[config.mk]
export PLATFORM = sky130hd
export DESIGN_NAME = forward_queue_status
export DESIGN_NICKNAME = d
export VERILOG_FILES = /design/src/logic/fwd_queue_pkg.sv /design/src/logic/word_fifo_if.sv /design/src/logic/forward_queue_status.sv /design/src/logic/word_fifo.sv
export SDC_FILE = /design/constraint.sdc
export NUM_CORES = 2
export LEC_CHECK = 0
export BUFFER_PORTS_ARGS = -buffer_cell sky130_fd_sc_hd__buf_4
export CORE_MARGIN = 2
export CORE_UTILIZATION = 40
export CTS_CLUSTER_SIZE = 20
export DETAILED_ROUTE_END_ITERATION = 10
export GPL_TIMING_DRIVEN = 0
export REMOVE_ABC_BUFFERS = 1
export SLEW_MARGIN = 20
export SYNTH_ARGS = -nofsm -noshare
export SYNTH_HDL_FRONTEND = slang
export SYNTH_MEMORY_MAX_BITS = 65536
export SYNTH_SLANG_ARGS = --single-unit
[constraint.sdc]
create_clock -name clk -period 3.9 [get_ports clk]
set_clock_uncertainty 0.05 [all_clocks]
set_input_delay 0.78 -clock clk [delete_from_list [all_inputs] [get_ports clk]]
set_output_delay 0.78 -clock clk [all_outputs]
set_load 0.01 [all_outputs]
[src/logic/fwd_queue_pkg.sv]
package fwd_queue_pkg;
  // ==========================================
  // Register map
  localparam logic [7:0]  RX_STATUS_ADDR   = 8'h0a;
  localparam logic [15:0] RX_STATUS_RESET  = 16'h0000;
  localparam int          RX_OVF_BIT       = 15;
  localparam int          RX_UVF_BIT       = 14;
  localparam int          RX_SED_BIT       = 13;
  localparam logic [7:0]  RX_LEVEL_SAT     = 8'hff;
  localparam int          RX_DEPTH         = 256;
  localparam int          RX_AW            = 8;
  // ==========================================
  // Forwarding path
  localparam int          WORD_W           = 16;
  localparam int          QUEUE_DEPTH      = 4;
  localparam logic [8:0]  TX_THRESH_RESET  = 9'h014;
  localparam logic        POR_FLAG_RESET   = 1'b1;
  typedef enum logic [1:0] {
    FWD_IDLE  = 2'b00,
    FWD_CHECK = 2'b01,
    FWD_SEND  = 2'b10
  } fwd_state_e;
endpackage

[src/logic/word_fifo_if.sv]
`timescale 1ns/1ps
interface word_fifo_if #(parameter int W = 16);
  logic         valid;
  logic         ready;
  logic [W-1:0] data;
  modport source (output valid, output data, input ready);
  modport sink   (input valid, input data, output ready);
endinterface

[src/logic/forward_queue_status.sv]
`timescale 1ns/1ps
module forward_queue_status import fwd_queue_pkg::*; (
  input  wire logic              clk,
  input  wire logic              nrst,
  input  wire logic [7:0]        regAddr,
  input  wire logic              regRead,
  output logic      [15:0]       regRdata,
  input  wire logic              flagClear,
  input  wire logic [8:0]        txForwardThreshold,
  input  wire logic              otpCheckDone,
  input  wire logic              otpCheckPass,
  output logic                   normalState,
  output logic                   porFlag,
  input  wire logic              cmdValid,
  input  wire logic [WORD_W-1:0] cmdWord,
  input  wire logic              cmdLast,
  input  wire logic              forwardWriteChecked,
  input  wire logic              crcOk,
  input  wire logic              crcBad,
  input  wire logic [8:0]        txFifoLevel,
  output logic                   cmdReady,
  input  wire logic              linkReady,
  output logic                   linkValid,
  output logic      [WORD_W-1:0] linkWord,
  input  wire logic              rxPush,
  input  wire logic [WORD_W:0]   rxPushWord,
  input  wire logic              rxPop,
  output logic      [WORD_W-1:0] rxPopWord
);
  // ==========================================
  // Receive FIFO with parity per entry
  logic [WORD_W:0]  rxMem [RX_DEPTH];
  logic [RX_AW-1:0] rxWrPtr;
  logic [RX_AW-1:0] rxRdPtr;
  logic [RX_AW:0]   rxCount;
  logic             rxOverflow;
  logic             rxUnderflow;
  logic             rxSingleErr;
  wire              rxFull     = (rxCount == (RX_AW+1)'(RX_DEPTH));
  wire              rxEmpty    = (rxCount == '0);
  wire              rxDoPush   = rxPush && !rxFull;
  wire              rxDoPop    = rxPop && !rxEmpty;
  wire [WORD_W:0]   rxHead     = rxMem[rxRdPtr];
  wire              rxParErr   = rxDoPop && (^rxHead);
  wire [7:0]        rxLevel    = (rxCount >= (RX_AW+1)'(RX_LEVEL_SAT)) ? RX_LEVEL_SAT : rxCount[7:0];
  wire [15:0]       statusWord = {rxOverflow, rxUnderflow, rxSingleErr, 5'h00, rxLevel};
  wire              statusHit  = regRead && (regAddr == RX_STATUS_ADDR);

  always_ff @(posedge clk) begin
    if (rxDoPush) rxMem[rxWrPtr] <= rxPushWord;
  end

  always_ff @(posedge clk or negedge nrst) begin
    if (!nrst) begin
      rxWrPtr   <= '0;
      rxRdPtr   <= '0;
      rxCount   <= '0;
      rxPopWord <= '0;
    end else begin
      if (rxDoPush) rxWrPtr <= rxWrPtr + 1'b1;
      if (rxDoPop) rxRdPtr <= rxRdPtr + 1'b1;
      if (rxDoPop) rxPopWord <= rxHead[WORD_W-1:0];
      rxCount <= rxCount + (RX_AW+1)'(rxDoPush) - (RX_AW+1)'(rxDoPop);
    end
  end

  // ==========================================
  // Sticky flags, set wins over clear
  always_ff @(posedge clk or negedge nrst) begin
    if (!nrst) begin
      rxOverflow  <= 1'b0;
      rxUnderflow <= 1'b0;
      rxSingleErr <= 1'b0;
      porFlag     <= POR_FLAG_RESET;
    end else begin
      rxOverflow  <= (rxPush && rxFull) || (rxOverflow && !flagClear);
      rxUnderflow <= (rxPop && rxEmpty) || (rxUnderflow && !flagClear);
      rxSingleErr <= rxParErr || (rxSingleErr && !flagClear);
      porFlag     <= porFlag && !flagClear;
    end
  end

  // ==========================================
  // Register read
  always_ff @(posedge clk or negedge nrst) begin
    if (!nrst) begin
      regRdata <= RX_STATUS_RESET;
    end else begin
      // level and flags, no clear on read
      regRdata <= statusHit ? statusWord : 16'h0000;
    end
  end

  // ==========================================
  // Power-up qualification
  always_ff @(posedge clk or negedge nrst) begin
    if (!nrst) begin
      normalState <= 1'b0;
    end else if (otpCheckDone && otpCheckPass) begin
      normalState <= 1'b1;
    end
  end

  // ==========================================
  // Command queue and forwarding gate
  word_fifo_if #(.W(WORD_W)) qIn ();
  word_fifo_if #(.W(WORD_W)) qOut ();
  fwd_state_e fwdState;
  fwd_state_e next_fwdState;
  assign qIn.valid = cmdValid;
  assign qIn.data  = cmdWord;
  wire   fwdAllowed = normalState && !porFlag;
  wire   threshMet  = (txFifoLevel >= txForwardThreshold) || cmdLast;
  wire   sendBeat   = (fwdState == FWD_SEND) && qOut.valid && (!linkValid || linkReady);
  assign qOut.ready = sendBeat;

  word_fifo #(.WIDTH(WORD_W), .DEPTH(QUEUE_DEPTH)) cmdQueue (
    .clk     (clk),
    .nrst    (nrst),
    .inPort  (qIn),
    .outPort (qOut)
  );

  always_comb begin
    next_fwdState = fwdState;
    unique case (fwdState)
      FWD_IDLE: begin
        if (fwdAllowed && qOut.valid) begin
          if (forwardWriteChecked) next_fwdState = FWD_CHECK;
          else if (threshMet) next_fwdState = FWD_SEND;
        end
      end
      FWD_CHECK: begin
        if (crcOk) next_fwdState = FWD_SEND;
        else if (crcBad) next_fwdState = FWD_IDLE;
      end
      FWD_SEND: begin
        if (!qOut.valid) next_fwdState = FWD_IDLE;
      end
      default: next_fwdState = FWD_IDLE;
    endcase
  end

  always_ff @(posedge clk or negedge nrst) begin
    if (!nrst) begin
      fwdState    <= FWD_IDLE;
      cmdReady    <= 1'b0;
      linkValid   <= 1'b0;
      linkWord    <= '0;
    end else begin
      fwdState    <= next_fwdState;
      cmdReady    <= qIn.ready && !(cmdValid && qIn.ready);
      if (sendBeat) begin
        linkValid <= 1'b1;
        linkWord  <= qOut.data;
      end else if (linkReady) begin
        linkValid <= 1'b0;
      end
    end
  end

  // ==========================================
  // Checks
  AST_POR_BLOCKS: assert property (@(posedge clk) disable iff (!nrst)
    porFlag |-> !sendBeat) else $error("forwarding while power-on flag set");
  AST_POR_STICKY: assert property (@(posedge clk) disable iff (!nrst)
    $fell(porFlag) |-> $past(flagClear)) else $error("power-on flag dropped without clear");
  AST_OVF_SET: assert property (@(posedge clk) disable iff (!nrst)
    (rxPush && rxFull) |=> rxOverflow) else $error("overflow not flagged");
  AST_UVF_SET: assert property (@(posedge clk) disable iff (!nrst)
    (rxPop && rxEmpty) |=> rxUnderflow) else $error("underflow not flagged");
  AST_SED_SET: assert property (@(posedge clk) disable iff (!nrst)
    rxParErr |=> rxSingleErr) else $error("single error not flagged");
  AST_FLAG_HOLD: assert property (@(posedge clk) disable iff (!nrst)
    (rxOverflow && !flagClear) |=> rxOverflow) else $error("overflow flag lost");
  AST_LEVEL: assert property (@(posedge clk) disable iff (!nrst)
    statusHit |=> regRdata[7:0] == (($past(rxCount) >= 9'd255) ? 8'hff : $past(rxCount[7:0])))
    else $error("level mismatch");
  AST_RESV_ZERO: assert property (@(posedge clk) disable iff (!nrst)
    regRdata[12:8] == 5'h00) else $error("reserved bits set");
  AST_CHECK_WAIT: assert property (@(posedge clk) disable iff (!nrst)
    (fwdState == FWD_CHECK && !crcOk) |=> fwdState != FWD_SEND) else $error("sent before crc");
  AST_NORMAL: assert property (@(posedge clk) disable iff (!nrst)
    $rose(normalState) |-> $past(otpCheckPass)) else $error("normal without pass");
endmodule

[src/logic/word_fifo.sv]
`timescale 1ns/1ps
module word_fifo #(
  parameter int WIDTH = 16,
  parameter int DEPTH = 4
) (
  input  wire logic clk,
  input  wire logic nrst,
  word_fifo_if.sink   inPort,
  word_fifo_if.source outPort
);
  localparam int AW = $clog2(DEPTH);
  logic [WIDTH-1:0] mem [DEPTH];
  logic [AW-1:0]    wrPtr;
  logic [AW-1:0]    rdPtr;
  logic [AW:0]      count;
  wire              doWrite = inPort.valid && inPort.ready;
  wire              doRead  = outPort.valid && outPort.ready;
  assign inPort.ready  = (count != (AW+1)'(DEPTH));
  assign outPort.valid = (count != '0);
  assign outPort.data  = mem[rdPtr];
  always_ff @(posedge clk) begin
    if (doWrite) begin
      mem[wrPtr] <= inPort.data;
    end
  end
  always_ff @(posedge clk or negedge nrst) begin
    if (!nrst) begin
      wrPtr <= '0;
      rdPtr <= '0;
      count <= '0;
    end else begin
      if (doWrite) wrPtr <= wrPtr + 1'b1;
      if (doRead) rdPtr <= rdPtr + 1'b1;
      count <= count + (AW+1)'(doWrite) - (AW+1)'(doRead);
    end
  end
endmodule

==> impl_metrics.tcl <==
set metrics [dict create \
    drc 0 \
    clockBufferDepth 4 \
    core_um2 433600 \
    syn_area_um2 173900 \
    cp.arrival_ps 6150 \
    dr.pass1.iters 6 \
    totalWireLength_um 500600 \
    crit_required_ps 4680 \
    seq_area_frac_synth_pct 77.48 \
    final_net_count 8465 \
    hp-class "input pin to register" \
    critPathKind "register to register" \
    drt-initial-drc-count 12430 \
    worstMarginPinSlew_ps 1162 \
    syn_avg_cell_area_um2 22.82 \
    cap_violations 0 \
    synth_ff_type "edfxtp_1" \
    fin_tns_setup_ps -4554 \
    layout_commonest_cell "edfxtp_1" \
    peakVddDrop_mv 0.9635 \
    clkTransAtPathRegs_ps 60 \
    io_pins 125 \
    row_count 242 \
    drive_above_1_share_pct 34.66 \
    clock-sinks 4500 \
    hold_viol 0 \
    setup_violations 16 \
    num_vias 86710 \
    slew_headroom_pct 22.21 \
    syn_to_final_growth_pct 19.54 \
    slew_violations 0 \
    h-tree-depth 5 \
    p_leak_nw 65.51 \
    cts_made_buffers 451 \
    viasPerCell 5.990 \
    finalWorstSetupSlack_ps -1466 \
    synth-edff-count 4416 \
    io_buffers 119 \
    yosysWarnings 0 \
    place_ws_ps -3760 \
    clock-root-buffer "clkbuf_16" \
    antenna_found_initial 20 \
    drtAntennaViolNets 0 \
    cts_tree "yes" \
    instances_no_fill 14480 \
    worst_setup_path_end_kind "register" \
    fp.dieH_um 663.3 \
    place_congestion 0.8358 \
    fmaxAchievable_mhz 186.3 \
    grt_pass1_vias 84660 \
    period_needed_ps 5366 \
    syn_inst 7618 \
    fin_crit_sh_pct 137.6 \
    rsz0062_at_grt "true" \
    grt_use_total_pct 22.25 \
    grt_overflow 0 \
    start_util_pct 40.10 \
    powerDensity_nw_per_um2 742.3 \
    clk_latency_ps 1000 \
    place_inst 13270 \
    synth_cell_types 84 \
    final_cell_mix "edfxtp_1, mux4_2, clkbuf_16" \
    status "finished, violations left" \
    cp-start-kind "register" \
    grt_max_degree 129 \
    ys_ff_latch 4500 \
    hpwl_um 288900 \
    die_area_um2 439900 \
    grt_pass1_wl_um 688900 \
    crit_path_max_fanout 25 \
    wire_per_inst_um 34.58 \
    die_w_um 663.3 \
    violations "setup timing" \
    synthArstFlopShare_pct 1.867 \
]
metal layers:
layer,vias to the layer above,global-route usage (%),wire (um)
li1,33880,-,-
met1,46930,31.21,196300
met2,5054,34.12,230300
met3,837,5.351,53470
met4,6,7.960,20530
met5,-,0,34
area by class of cell:
class | instances | area (um2)
Fill cell | 34380 | 225800
Inverter | 43 | 235.2
Clock inverter | 271 | 2391
Tap cell | 5734 | 7174
Timing Repair Buffer | 698 | 11550
Sequential cell | 4500 | 134700
Clock buffer | 568 | 11920
Antenna cell | 5 | 12.51
Multi-Input combinational cell | 2655 | 39790
Timing Repair inverter | 2 | 17.52
metrics by stage:
step           area (um2)  utilization [%]  hold slack [ps]  power, mW
4_1_cts            205900            47.48            10.91      152.9
2_1_floorplan      171100                -            367.9      71.75
3_5_place_dp       186600            43.03            409.1      102.9
3_3_place_gp       179200            41.32            394.4      75.51
6_report           207800            47.93            77.44      154.3
5_1_grt            207800            47.93            48.85      157.9
cells in the mapped netlist, drive strengths merged, types with 5 or more instances:
cell / instances / area share [%]
a2111oi: 7 / 0.042
a211oi: 7 / 0.030
a21o: 7 / 0.030
a21oi: 63 / 0.18
a221oi: 19 / 0.099
a22o: 12 / 0.060
a22oi: 64 / 0.28
a311o: 6 / 0.035
a311oi: 5 / 0.029
a31oi: 21 / 0.076
a32oi: 33 / 0.17
and2: 13 / 0.047
and3: 6 / 0.022
buf: 291 / 1.3
clkbuf: 132 / 0.28
dfrtp: 83 / 1.2
edfxtp: 4416 / 76
ha: 39 / 0.28
inv: 39 / 0.084
mux2: 23 / 0.15
mux2i: 204 / 1.2
mux4: 1194 / 16
nand2: 275 / 0.59
nand3: 46 / 0.14
nand4: 10 / 0.036
nor2: 319 / 0.69
nor2b: 17 / 0.061
nor3: 20 / 0.058
o211ai: 6 / 0.026
o21a: 11 / 0.047
o21ai: 51 / 0.15
o221ai: 19 / 0.096
o22ai: 58 / 0.21
xnor2: 27 / 0.14
xor2: 9 / 0.045
worst max-delay path, cell delays in order (launching register included):
cell      delay, ps
dfrtp_4         540
buf_16          210
inv_8           240
buf_16          260
nor2_4          120
buf_12          180
buf_16          190
a32oi_1         350
nand2_1         210
o211ai_1        800
a311oi_2        200
buf_4           210
xor2_1          160
xnor3_1         300
xnor2_2         210
xnor2_4         440
o22ai_2         140
final timing paths:
kind,end,from,cells past startpoint,slack [ps]
worst max-delay path,rxSingleErr,rxRdPtr[3],16,-1470
worst min-delay path,regRdata[6],regAddr[2],3,80
worst max register to register,rxSingleErr,rxRdPtr[3],16,-1470
worst min register to register,fwdState[0],fwdState[1],1,410
max in group asynchronous,rxRdPtr[4],nrst,2,2600
min in group asynchronous,linkWord[11],nrst,2,390
kinds of logic after synthesis:
logic type	count (synthesis)	synth area share, %
flops	4500	77.48
buf+inv	467	1.685
xor+xnor	39	0.2245
compound gates	420	1.719
other cells	1	0.002157
simple gates	729	1.737
fa+ha+maj	41	0.3037
mux	1421	16.85
sequential cells by signal, summed over array words and instances, names as in the netlist, 2 cells and up:
signal / flops
rxMem: 4352
cmdQueue.mem: 64
linkWord: 16
rxPopWord: 16
regRdata: 11
rxCount: 9
rxRdPtr: 8
rxWrPtr: 8
cmdQueue.count: 3
cmdQueue.rdPtr: 2
cmdQueue.wrPtr: 2
fwdState: 2
timing repair:
item | 4_1_cts | 5_1_grt
hold buffers | 26 | 0
gates cloned | 57 | 3
pin swaps | 72 | 93
hold endpoints to repair | 180 | 0
setup buffers | 154 | 130
resized for setup | 248 | 105
endpoints found under the setup margin | 3462 | 2289
report_power, final:
| group | switching, mW | internal (mW) | total [mW] |
|---|---|---|---|
| combinational | 32.2 | 24.6 | 56.8 |
| sequential | 0.978 | 54.1 | 55.1 |
| clock | 18.5 | 24.0 | 42.5 |
| total | 51.7 | 103 | 154 |
No activity file was read; power rests on OpenSTA's default activity.
